## config.mk

```make
export PLATFORM = sky130hd
export DESIGN_NAME = gts_timing_select
export DESIGN_NICKNAME = d
export VERILOG_FILES = /design/src/design/gts_pkg.sv /design/src/design/gts_pin_stage.sv /design/src/design/gts_timing_select.sv
export SDC_FILE = /design/constraint.sdc
export NUM_CORES = 1
export LEC_CHECK = 0
export BUFFER_PORTS_ARGS = -buffer_cell sky130_fd_sc_hd__buf_2
export CORE_UTILIZATION = 35
export DETAILED_ROUTE_END_ITERATION = 6
export GPL_TIMING_DRIVEN = 0
export PLACE_DENSITY = 0.57
export SKIP_LAST_GASP = 1
export SYNTH_ARGS = -nofsm -noshare
export SYNTH_HDL_FRONTEND = slang
export SYNTH_HIERARCHICAL = 1
export SYNTH_SLANG_ARGS = --single-unit
```

## constraint.sdc

```tcl
create_clock -name clock -period 1.3 [get_ports clock]
set_input_delay 0.065 -clock clock [delete_from_list [all_inputs] [get_ports clock]]
set_output_delay 0.065 -clock clock [all_outputs]
set_load 0.005 [all_outputs]
```

## src/design/gts_pkg.sv

```systemverilog
// constants, register map and field layout of the pin timing-signal selector
// assumes one 250 MHz clock and byte-wide register addresses
package gts_pkg;

  localparam int          GTS_SEL_W         = 5;
  localparam int          GTS_DATA_W        = 16;
  localparam int          GTS_ADDR_W        = 8;

  // register addresses
  localparam logic [7:0]  GTS_ADDR_INT_CFG  = 8'h02;
  localparam logic [7:0]  GTS_ADDR_TSEL     = 8'h0b;
  localparam logic [7:0]  GTS_ADDR_PIN_CFG  = 8'h4f;

  // field positions
  localparam int          GTS_SEL_FIRST_LSB  = 0;
  localparam int          GTS_SEL_SECOND_LSB = 8;
  localparam int          GTS_POL_FIRST_BIT  = 0;
  localparam int          GTS_MODE_FIRST_BIT = 1;
  localparam int          GTS_EN_FIRST_BIT   = 2;
  localparam int          GTS_POL_SECOND_BIT = 8;
  localparam int          GTS_MODE_SECOND_BIT = 9;
  localparam int          GTS_EN_SECOND_BIT  = 6;

  // reset values
  localparam logic [15:0] GTS_TSEL_RST      = 16'h0000;
  localparam logic [15:0] GTS_INT_CFG_RST   = 16'h0000;
  localparam logic        GTS_EN_SECOND_RST = 1'b0;

  // select codes
  localparam logic [4:0]  GTS_CODE_HALF_RATE = 5'h0f;
  localparam logic [4:0]  GTS_CODE_LOGIC0    = 5'h10;
  localparam logic [4:0]  GTS_CODE_LOGIC1    = 5'h11;
  localparam logic [4:0]  GTS_CODE_OSC       = 5'h13;

endpackage

```

## src/design/gts_pin_stage.sv

```systemverilog
// output stage of one timing pin: source select, polarity, drive mode, enable
// assumes all inputs are already in the clock domain
`timescale 1ns/1ns
module gts_pin_stage
  import gts_pkg::*;
(
  input  wire logic                 clock,
  input  wire logic                 rst_n,
  input  wire logic [GTS_SEL_W-1:0] sel,
  input  wire logic                 half_rate_toggle,
  input  wire logic                 osc_level,
  input  wire logic                 polarity_low,
  input  wire logic                 drive_when_asserted,
  input  wire logic                 drive_enable,
  output logic                      pin_out,
  output logic                      pin_oe_n
);

  typedef struct packed {
    logic out_r;
    logic oe_n_r;
  } gts_stage_t;

  gts_stage_t state_r;
  gts_stage_t state_nxt;
  logic       source;

  always_comb begin
    source = 1'b0;
    if (sel == GTS_CODE_HALF_RATE) begin
      source = half_rate_toggle;
    end else if (sel == GTS_CODE_LOGIC0) begin
      source = 1'b0;
    end else if (sel == GTS_CODE_LOGIC1) begin
      source = 1'b1;
    end else if (sel == GTS_CODE_OSC) begin
      source = osc_level;
    end
    state_nxt = state_r;
    state_nxt.out_r  = source ^ polarity_low;
    state_nxt.oe_n_r = !(drive_enable && (!drive_when_asserted || source));
  end

  // released pin after reset so nothing fights the shared line
  always_ff @(posedge clock or negedge rst_n) begin
    if (!rst_n) begin
      state_r <= '{out_r: 1'b0, oe_n_r: 1'b1};
    end else begin
      state_r <= state_nxt;
    end
  end

  assign pin_out  = state_r.out_r;
  assign pin_oe_n = state_r.oe_n_r;

endmodule

```

## src/design/gts_timing_select.sv

```systemverilog
// Notes on behaviour
// - two independent five-bit select fields live in the timing-select register.
// - code 0x0F drives a square wave toggling once per sample, half rate.
// - toggle starts low entering normal mode, goes high after first sample.
// - code 0x10 holds the pin at logic low.
// - code 0x11 holds the pin at logic high.
// - code 0x13 forwards the 32 kHz oscillator waveform to the pin.
// - bits 12..8 steer the second pin, bits 4..0 the first.
// - per-pin polarity bit and drive-mode bit (always driven or open-drain).
// - a pin drives only while its output-drive enable bit is one.
//
// top of the pin timing-signal selector with its register write/read port
// assumes sample_done and normal_mode come from the sample timing core on clock;
// the oscillator arrives asynchronously and is synchronised here
`timescale 1ns/1ns
module gts_timing_select
  import gts_pkg::*;
(
  input  wire logic                  clock,
  input  wire logic                  rst_n,
  input  wire logic                  reg_wr_en,
  input  wire logic                  reg_rd_en,
  input  wire logic [GTS_ADDR_W-1:0] reg_addr,
  input  wire logic [GTS_DATA_W-1:0] reg_wdata,
  output logic      [GTS_DATA_W-1:0] reg_rdata,
  input  wire logic                  normal_mode,
  input  wire logic                  sample_done,
  input  wire logic                  osc_32k,
  output logic                       timing_pin_first_out,
  output logic                       timing_pin_first_oe_n,
  output logic                       timing_pin_second_out,
  output logic                       timing_pin_second_oe_n,
  output logic                       half_rate_toggle
);

  typedef struct packed {
    logic [GTS_DATA_W-1:0] tsel_r;
    logic [GTS_DATA_W-1:0] int_cfg_r;
    logic                  en_second_r;
    logic                  osc_meta_r;
    logic                  osc_sync_r;
    logic                  toggle_r;
    logic [GTS_DATA_W-1:0] rdata_r;
  } gts_state_t;

  typedef enum logic [1:0] {
    GTS_REG_NONE,
    GTS_REG_TSEL,
    GTS_REG_INT_CFG,
    GTS_REG_PIN_CFG
  } gts_reg_t;

  gts_state_t state_r;
  gts_state_t state_nxt;
  gts_reg_t   reg_hit;

  function automatic logic [GTS_SEL_W-1:0] field_at(input logic [GTS_DATA_W-1:0] word,
                                                    input int lsb);
    field_at = word[lsb +: GTS_SEL_W];
  endfunction

  // shared by the write and the read path so both always agree on the map
  function automatic gts_reg_t reg_decode(input logic [GTS_ADDR_W-1:0] addr);
    if (addr == GTS_ADDR_TSEL) begin
      reg_decode = GTS_REG_TSEL;
    end else if (addr == GTS_ADDR_INT_CFG) begin
      reg_decode = GTS_REG_INT_CFG;
    end else if (addr == GTS_ADDR_PIN_CFG) begin
      reg_decode = GTS_REG_PIN_CFG;
    end else begin
      reg_decode = GTS_REG_NONE;
    end
  endfunction

  assign reg_hit = reg_decode(reg_addr);

  always_comb begin
    state_nxt = state_r;
    // only the bits this block owns are held; the rest of 0x4f reads zero
    if (reg_wr_en) begin
      if (reg_hit == GTS_REG_TSEL) begin
        state_nxt.tsel_r = reg_wdata;
      end else if (reg_hit == GTS_REG_INT_CFG) begin
        state_nxt.int_cfg_r = reg_wdata;
      end else if (reg_hit == GTS_REG_PIN_CFG) begin
        state_nxt.en_second_r = reg_wdata[GTS_EN_SECOND_BIT];
      end
    end
    if (reg_rd_en) begin
      if (reg_hit == GTS_REG_TSEL) begin
        state_nxt.rdata_r = state_r.tsel_r;
      end else if (reg_hit == GTS_REG_INT_CFG) begin
        state_nxt.rdata_r = state_r.int_cfg_r;
      end else if (reg_hit == GTS_REG_PIN_CFG) begin
        state_nxt.rdata_r = '0;
        state_nxt.rdata_r[GTS_EN_SECOND_BIT] = state_r.en_second_r;
      end else begin
        state_nxt.rdata_r = '0;
      end
    end
    // two-flop synchroniser; only the second stage is read
    state_nxt.osc_meta_r = osc_32k;
    state_nxt.osc_sync_r = state_r.osc_meta_r;
    if (!normal_mode) begin
      state_nxt.toggle_r = 1'b0;
    end else if (sample_done) begin
      state_nxt.toggle_r = !state_r.toggle_r;
    end
  end

  always_ff @(posedge clock or negedge rst_n) begin
    if (!rst_n) begin
      state_r <= '{tsel_r: GTS_TSEL_RST, int_cfg_r: GTS_INT_CFG_RST,
                   en_second_r: GTS_EN_SECOND_RST, osc_meta_r: 1'b0,
                   osc_sync_r: 1'b0, toggle_r: 1'b0, rdata_r: '0};
    end else begin
      state_r <= state_nxt;
    end
  end

  assign reg_rdata        = state_r.rdata_r;
  assign half_rate_toggle = state_r.toggle_r;

  gts_pin_stage u_first (
    .clock               (clock),
    .rst_n               (rst_n),
    .sel                 (field_at(state_r.tsel_r, GTS_SEL_FIRST_LSB)),
    .half_rate_toggle    (state_r.toggle_r),
    .osc_level           (state_r.osc_sync_r),
    .polarity_low        (state_r.int_cfg_r[GTS_POL_FIRST_BIT]),
    .drive_when_asserted (state_r.int_cfg_r[GTS_MODE_FIRST_BIT]),
    .drive_enable        (state_r.int_cfg_r[GTS_EN_FIRST_BIT]),
    .pin_out             (timing_pin_first_out),
    .pin_oe_n            (timing_pin_first_oe_n)
  );

  gts_pin_stage u_second (
    .clock               (clock),
    .rst_n               (rst_n),
    .sel                 (field_at(state_r.tsel_r, GTS_SEL_SECOND_LSB)),
    .half_rate_toggle    (state_r.toggle_r),
    .osc_level           (state_r.osc_sync_r),
    .polarity_low        (state_r.int_cfg_r[GTS_POL_SECOND_BIT]),
    .drive_when_asserted (state_r.int_cfg_r[GTS_MODE_SECOND_BIT]),
    .drive_enable        (state_r.en_second_r),
    .pin_out             (timing_pin_second_out),
    .pin_oe_n            (timing_pin_second_oe_n)
  );

endmodule

```

======== Yosys cells after proc, flatten, opt, wreduce, memory -nomap -nowiden ========
Index checks and enable logic that the tools add are counted.
Widths: inputs -> output; s select.
storage, ports and cells
  bits in registers ....................... 56
  bits of input ports ..................... 31
  output and inout bits ................... 21
  logic and storage cells ................. 58
cells by class
  equal/unequal tests ..................... 15
  multiplexer cells ....................... 16
  bitwise operators ....................... 4
  reductions and logical operators ........ 12
operators by type and width
  cell                number
  $mux 16             2
  $eq 5x5->1 const B  6
  $eq 5x4->1 const B  2
  $mux 1              10
  $eq 8x2->1 const B  1
  $eq 8x4->1 const B  1
  $eq 8x7->1 const B  1
  $mux 7              1
  $mux 2              3
  $logic_not 1->1     5
  $eq 2x2->1 const B  2
  $reduce_and 4->1    1
  $reduce_and 3->1    1
  $eq 2x1->1 const B  1
  $logic_and 1x1->1   2
  $logic_or 1x1->1    2
  $ne 2x1->1 const B  1
  $not 1->1           2
  $reduce_and 2->1    1
  $xor 1x1->1         2

======== Depth between registers and ports, before layout ========
Gate-level depths: netlist of run 1.
  word-level depth ........................ 8
  mapped depth ............................ 7
  mapped depth without buffers ............ 5

======== Cells and area by module ========
The synthesis of run 1 kept the hierarchy.
by module, submodules not included
  module             times used  cells each  area an instance (um2)  seq. area each (um2)
  gts_timing_select  1           194         2,402.3                 1,301.2
  gts_pin_stage      2           10          111.4                   51.3

======== Worst setup path after synthesis of run 1 ========
Ideal clock, no wire load.
  path type ............................... input -> register
  start point ............................. input port reg_addr[5]
  end point ............................... register state_r[20] (netlist bit)
  library setup time ...................... 0.125 ns
  data arrival time ....................... 1.682 ns
  required time ........................... 1.175 ns
  setup slack ............................. -0.507 ns
  cell stages on the path ................. 7
  cell sequence ........................... nor4b_1 > and4_1 > ha_1 > buf_6 > nand3b_4 > buf_6 > mux2_4
between the ends
  word-level cells in the longest chain between the ends .. 7
  elaborated cells on any way between the ends .. 10
  classes of those cells .................. eq/ne: 5; mux: 3; bitwise: 1; reduce/logical: 1
RTL lines
  item                            RTL line                  RTL
  start, declared                 gts_timing_select.sv:23   input wire logic [GTS_ADDR_W-1:0] reg_addr,
  $eq 8x7->1                      gts_timing_select.sv:68   end else if (addr == GTS_ADDR_PIN_CFG) begin
  $mux 2                          gts_timing_select.sv:68
  $mux 2                          gts_timing_select.sv:66   end else if (addr == GTS_ADDR_INT_CFG) begin
  $mux 2 (*)                      gts_timing_select.sv:64   if (addr == GTS_ADDR_TSEL) begin
  $eq 2x1->1                      gts_timing_select.sv:81   if (reg_hit == GTS_REG_TSEL) begin
  $not 1->1 (no line)             -
  $reduce_and 3->1 (no line) (*)  -
  end signal, assigned            gts_timing_select.sv:113  state_r <= '{tsel_r: GTS_TSEL_RST, int_cfg_r: GTS_INT_CFG_RST,
  end signal, assigned            gts_timing_select.sv:117  state_r <= state_nxt;
  end, declared                   gts_timing_select.sv:53   gts_state_t state_r;
Every way passes the cells marked *; elsewhere a longest branch is shown, timed or not.
A chain may end at the register's enable or synchronous reset.

======== Worst setup path after layout of run 1 ========
  start point ............................. input port reg_addr[5]
  end point ............................... register state_r[22] (netlist bit)
Same word-level chain as after synthesis.

==> flow_metrics.env, run 1 <==
export IMPL_start_util_pct=36.2
export IMPL_min_from="reg_wdata[9]"
export IMPL_crit_start="reg_addr[5]"
export IMPL_final_max_slew_viol_count=0
export IMPL_diodes=0
export IMPL_r2r_start="state_r[39]$_DFFE_PN0P_"
export IMPL_synthFlopType="dfrtp_1"
export IMPL_ys_top_cells_by_count="dfrtp_1, mux2_2, nand2_1"
export IMPL_grt_max_degree=57
export IMPL_syn_to_final_growth_pct=35.9
export IMPL_synth_seq_cells=56
export IMPL_cp_start_kind="primary input"
export IMPL_cts_made_buffers=5
export IMPL_final_antenna_net_count=0
export IMPL_synth_cells=214
export IMPL_endpoint_kind="register"
export IMPL_maxSlewHeadroom_pct=53.4
export IMPL_finalInstanceArea_um2=3570
export IMPL_grt_util_met3_pct=2.33
export IMPL_die_h_um=88.6
export IMPL_post_place_cells=364
export IMPL_clockBufferDepth=2
export IMPL_syn_nets=248
export IMPL_post_route_min_period_ns=1.45
export IMPL_use_met2_pct=25.7
export IMPL_yosysMostFrequentCell="dfrtp_1"
export IMPL_dpl_hpwl_um=3650
export IMPL_num_vias=1894
export IMPL_num_rows=31
export IMPL_htree_num_levels=2
export IMPL_fin_ws_ns=-0.150
export IMPL_ir_worst_vdd_uv=362
export IMPL_critPathKind="in -> reg"
export IMPL_finalCritPeriodShare_pct=112
export IMPL_p_per_area_nw_per_um2=946
export IMPL_power_leakage_nw=1.74
export IMPL_drv_cap=0
export IMPL_synth_warnings=6
export IMPL_fin_nets=335
export IMPL_cts_tree="yes"
export IMPL_instances_no_fill=401
export IMPL_worstPathMaxFanout=10
export IMPL_synth_largest_area_cell="dfrtp_1"
export IMPL_grt_use_met1_pct=21.0
export IMPL_grt_first_pass_wirelength_um=9140
export IMPL_drive_gt1_share_pct=46.4
export IMPL_via_per_inst=4.72
export IMPL_fin_worst_skew_ns=0.0106
export IMPL_status="complete, but fails checks"
export IMPL_first_pass_iters=4
export IMPL_clock_latency_ns=0.31
export IMPL_placed_area_um2=3030
export IMPL_drtIter0Drc=102
export IMPL_arrival_ns=1.66
export IMPL_antenna_found_initial=0
export IMPL_gp_congestion=0.717
export IMPL_routed_wl_um=5620
export IMPL_grt_pass1_vias=1785
export IMPL_setup_violations=43
export IMPL_die_w_um=88.6
export IMPL_post_drt_wl_per_cell_um=14.0
export IMPL_port_buffers=51
export IMPL_yosys_top_cells_area="dfrtp_1, mux2_2, mux2_4"
export IMPL_required_ns=1.51
export IMPL_finalSetupTns_ns=-4.96
export IMPL_busiest_layer="met2"
export IMPL_violations="setup timing"
export IMPL_root_buffer="clkbuf_8"
export IMPL_pre_cts_ws_ns=-0.609
export IMPL_remaining_drc_errors=0
export IMPL_synth_edf_count=0
export IMPL_ys_seq_area_share_pct=53.5
export IMPL_async_flop_share_pct=100
export IMPL_rsz0062_at_grt="yes"
export IMPL_postSynthAreaPerCell_um2=12.3
export IMPL_fmax_ghz=0.689
export IMPL_netlist_area_leader_share_pct=51.5
export IMPL_core_um2=7250
export IMPL_gr_total_overflow=0
export IMPL_dieArea_um2=7850
export IMPL_clkSinkCount=56
export IMPL_hold_class="in -> reg"
export IMPL_hold_viol_final=0
export IMPL_syn_cell_area_um2=2630
export IMPL_clk_pin_slew_worst_paths_ns=0.10
export IMPL_ys_types=33
export IMPL_ios=52
export IMPL_worst_slew_pin_slew_ns=0.699
export IMPL_final_util_pct=49.2
export IMPL_grt_usage_pct=15.7
-- worst paths after layout --
kind                       slack (ns)                         to  cells after the start
min reg2reg                      0.36      state_r[17]$_DFF_PN0_                      0
min in group asynchronous        0.33  reg_rdata[15]$_DFFE_PN0P_                      2
max in group asynchronous        0.50    state_r[28]$_DFFE_PN0P_                      2
max                             -0.15    state_r[22]$_DFFE_PN0P_                      8
max reg2reg                      0.25  u_first/pin_out$_DFF_PN0_                      3
min                              0.02    state_r[45]$_DFFE_PN0P_                      2
-- metrics by stage --
step                power [W]  hold slack [ns]
detailed placement    0.00239            0.175
global route          0.00354           0.0128
finish                0.00337           0.0203
CTS                   0.00341          0.00587
global placement      0.00238            0.177
floorplan             0.00220           -0.231
-- metal layers --
metal / wire length, um / part of all wire, % / vias up
met5: 0 / 0 / -
met4: 84 / 1.5 / 0
met3: 177 / 3.1 / 9
met2: 2750 / 49 / 43
met1: 2610 / 46 / 930
li1: - / - / 912
-- critical path, cell delays in order --
cell and delay, ns:
buf_6 0.09, nor4b_4 0.31, and4_4 0.29, ha_4 0.13, buf_6 0.12, nand3b_4 0.17, buf_12 0.16, mux2_4 0.30
-- layout by cell type (no fill, tap or decap), types with 2 or more instances in the layout --
cell type       n
a31oi_1        15
buf_12          4
buf_2          49
buf_4          24
buf_6           7
clkbuf_1        4
clkbuf_8        6
dfrtp_1        54
dfstp_2         2
dlygate4sd3_1  16
inv_1           3
mux2_2         16
mux2_4         17
nand2_1        17
nand3b_1       16
nand4b_1        2
nand4bb_1       2
nor2_1         15
nor2b_1         3
o21ai_0         2
o22ai_2         2
xor2_1          3
-- area by class of cell --
| class | instances | area (um2) |
|---|---|---|
| well taps | 99 | 124 |
| clock buffers | 6 | 72.6 |
| multi-input cells | 128 | 1110 |
| flip-flops and latches | 56 | 1400 |
| fillers | 685 | 3690 |
| clock inverters | 2 | 16.3 |
| repair buffers | 80 | 591 |
| inverters | 3 | 11.3 |
| plain buffers | 27 | 239 |
-- registers in the layout (all words and copies together) (netlist names) --
| name | cells |
|---|---|
| u_first/pin_oe_n | 1 |
| state_nxt | 1 |
| u_second/pin_oe_n | 1 |
| u_first/pin_out | 1 |
| reg_rdata | 16 |
| half_rate_toggle | 1 |
| u_second/pin_out | 1 |
| state_r | 34 |
-- logic make-up (layout without fill, tap and decap cells) --
group                    count (synthesis)  count (layout)  share of synthesized area (%)
buffers and inverters                   30             118                           7.53
XOR/XNOR                                 4               4                           1.33
adder cells (fa/ha/maj)                  3               3                           1.43
multiplexers                            33              33                           15.6
AO/OA/AOI/OAI                           23              23                           6.01
AND/OR/NAND/NOR                         65              65                           14.6
flip-flops                              56              56                           53.5
-- report_power, final --
part | internal (W) | switching, W
logic | 0.000277 | 0.000169
registers | 0.00188 | 0.0000955
clock network | 0.000385 | 0.000570
-- repair_timing --
item | in CTS | in global routing
pin swaps | 1 | 5
cloned | 2 | 0
buffers inserted | 11 | 0
hold buffers | 15 | 1
endpoints found under the setup margin | 47 | 49
endpoints found under the hold margin | 22 | 54
resized for setup | 28 | 8
No activity file was read; power rests on OpenSTA's default activity.
==> inputs of run 2 (changes only) <==
Settings changed: SYNTH_HIERARCHICAL 1 to unset.
==> flow_metrics.env, run 2 <==
export IMPL_root_buffer="clkbuf_8"
export IMPL_fin_worst_skew_ns=0.00718
export IMPL_finalCritPeriodShare_pct=110
export IMPL_ys_types=32
export IMPL_postSynthAreaPerCell_um2=12.6
export IMPL_antenna_found_initial=0
export IMPL_required_ns=1.49
export IMPL_cp_start_kind="primary input"
export IMPL_synth_cells=200
export IMPL_regMostFlops="state_r"
export IMPL_via_per_inst=4.63
export IMPL_core_um2=6870
export IMPL_syn_cell_area_um2=2530
export IMPL_fin_ws_ns=-0.135
export IMPL_diodes=0
export IMPL_dieArea_um2=7560
export IMPL_endpoint_kind="register"
export IMPL_final_common_cell="dfrtp_1"
export IMPL_fin_nets=319
export IMPL_yosysMostFrequentCell="dfrtp_1"
export IMPL_port_buffers=51
export IMPL_grt_first_pass_wirelength_um=9110
export IMPL_yosys_top_cells_area="dfrtp_1, mux2_2, mux2_4"
export IMPL_grt_pass1_vias=1774
export IMPL_finalInstanceArea_um2=3660
export IMPL_clkSinkCount=56
export IMPL_num_vias=1767
export IMPL_cp_common_cell="buf_6"
export IMPL_drv_cap=0
export IMPL_pre_cts_ws_ns=-0.667
export IMPL_gr_total_overflow=0
export IMPL_grt_max_degree=57
export IMPL_synth_largest_area_cell="dfrtp_1"
export IMPL_violations="setup timing"
export IMPL_rsz0062_at_grt="yes"
export IMPL_worstPathMaxFanout=5
export IMPL_cts_made_buffers=5
export IMPL_gp_congestion=0.718
export IMPL_placed_area_um2=2950
export IMPL_hold_viol_final=0
export IMPL_post_drt_wl_per_cell_um=15.0
export IMPL_cp_slowest_stage_delay_ns=0.29
export IMPL_power_leakage_nw=1.72
export IMPL_maxSlewHeadroom_pct=52.8
export IMPL_critPathKind="in -> reg"
export IMPL_die_h_um=87.0
export IMPL_synth_seq_cells=56
export IMPL_synth_warnings=0
export IMPL_synth_edf_count=0
export IMPL_final_max_slew_viol_count=0
export IMPL_fin_total_pwr_w=0.00342
export IMPL_fmax_ghz=0.697
export IMPL_ys_seq_area_share_pct=55.5
export IMPL_hold_worst_slack_ns=0.00598
export IMPL_worst_slew_pin_slew_ns=0.708
export IMPL_arrival_ns=1.63
export IMPL_syn_to_final_growth_pct=44.8
export IMPL_setup_violations=49
export IMPL_cpMaxStageDelayCell="mux2_4"
export IMPL_final_cell_mix="dfrtp_1, buf_2, buf_4"
export IMPL_die_w_um=87.0
export IMPL_ys_top_cells_by_count="dfrtp_1, mux2_2, buf_4, nor2_1"
export IMPL_post_route_min_period_ns=1.43
export IMPL_ios=52
export IMPL_clock_latency_ns=0.30
export IMPL_num_rows=30
export IMPL_synthFlopType="dfrtp_1"
export IMPL_ir_worst_vdd_uv=407
export IMPL_status="complete, but fails checks"
export IMPL_clk_pin_slew_worst_paths_ns=0.10
export IMPL_htree_num_levels=2
export IMPL_clockBufferDepth=2
export IMPL_hold_class="in -> reg"
export IMPL_cp_cell_sequence="buf_6 -> nor4b_4 -> and4_4 -> buf_6 -> ha_4 -> buf_6 -> nand2_8 -> buf_8 -> mux2_4"
export IMPL_remaining_drc_errors=0
export IMPL_cts_tree="yes"
export IMPL_start_util_pct=36.8
export IMPL_dpl_hpwl_um=3480
export IMPL_drtIter0Drc=53
export IMPL_routed_wl_um=5750
export IMPL_p_per_area_nw_per_um2=935
export IMPL_largest_reg_flops=34
export IMPL_final_antenna_net_count=0
export IMPL_grt_usage_pct=16.1
export IMPL_netlist_area_leader_share_pct=53.5
export IMPL_drive_gt1_share_pct=57.0
export IMPL_syn_nets=234
export IMPL_async_flop_share_pct=100
export IMPL_first_pass_iters=4
==> run 2: cell count changes in the layout (fill, tap and decap cells not counted), moves of 4 or more <==
cell,before,now
dlygate4sd3_1,16,10
buf_2,49,45
a31oi_1,15,1
a22oi_2,0,14
a21oi_1,0,12
nand3b_1,16,0
buf_6,7,14
nand2_1,17,3
==> run 2: cell type report <==
| class | count | area (um2) |
|---|---|---|
| Multi-Input combinational cell | 113 | 1150 |
| Fill cell | 610 | 3210 |
| Timing Repair Buffer | 82 | 691 |
| Clock inverter | 1 | 7.51 |
| Inverter | 6 | 25.0 |
| Tap cell | 96 | 120 |
| Sequential cell | 56 | 1400 |
| Buffer | 21 | 171 |
| Clock buffer | 7 | 86.3 |
==> run 2: cell families after synthesis <==
group,count (synthesis),share of synthesized area [%]
flip-flops,56,55.5
AO/OA/AOI/OAI,37,9.16
AND/OR/NAND/NOR,36,8.27
multiplexers,33,16.2
buffers and inverters,31,7.97
XOR/XNOR,4,1.39
adder cells (fa/ha/maj),3,1.49
==> run 2: metrics by stage <==
step,util (%),instances,setup TNS (ns)
CTS,50.4,379,-6.87
global placement,42.9,347,-25.46
floorplan,-,200,-11.91
detailed placement,42.9,347,-26.07
global route,53.3,382,-7.05
finish,53.3,382,-4.28
==> run 2: critical path, delay by kind of cell <==
family | cells | cell delay (ns)
muxes | 1 | 0.29
and+or+nand+nor | 3 | 0.63
buffers and inverters | 4 | 0.47
adders and majority gates | 1 | 0.15
==> run 2: timing repair <==
item	in CTS	in global routing
resized for setup	36	42
hold endpoints to repair	8	58
hold buffers	6	4
setup endpoints to repair	46	49
buffers inserted	17	4
cloned	2	2
pin swaps	9	18
==> run 2: path summary, 6_finish.rpt <==
kind,slack [ns],startpoint,depth (start not counted),end
setup reg to reg,0.13,state_r[46]$_DFFE_PN0P_,3,u_second.pin_out$_DFF_PN0_
setup / recovery,-0.13,reg_addr[5],9,state_r[39]$_DFFE_PN0P_
min in group asynchronous,0.35,rst_n,2,reg_rdata[1]$_DFFE_PN0P_
max in group asynchronous,0.48,rst_n,2,state_r[26]$_DFFE_PN0P_
hold reg to reg,0.36,state_nxt[17]$_DFF_PN0_,0,state_r[17]$_DFF_PN0_
hold / removal,0.006,reg_wdata[4],2,state_r[24]$_DFFE_PN0P_
==> run 2: metal layers <==
| layer | global-route usage, % | part of all wire, % | vias up |
|---|---|---|---|
| met3 | 3.13 | 4.2 | 7 |
| met1 | 22.3 | 47 | 859 |
| met2 | 25.5 | 47 | 44 |
| met5 | 0 | 0 | - |
| li1 | - | - | 857 |
| met4 | 5.45 | 1.8 | 0 |
==> run 2: where the power goes <==
group / switching (W) / leakage, nW / internal [W]
registers: 0.000108 / 0.736 / 0.00188
clock network: 0.000557 / 0.0445 / 0.000435
logic: 0.000174 / 0.940 / 0.000270
total: 0.000840 / 1.72 / 0.00258
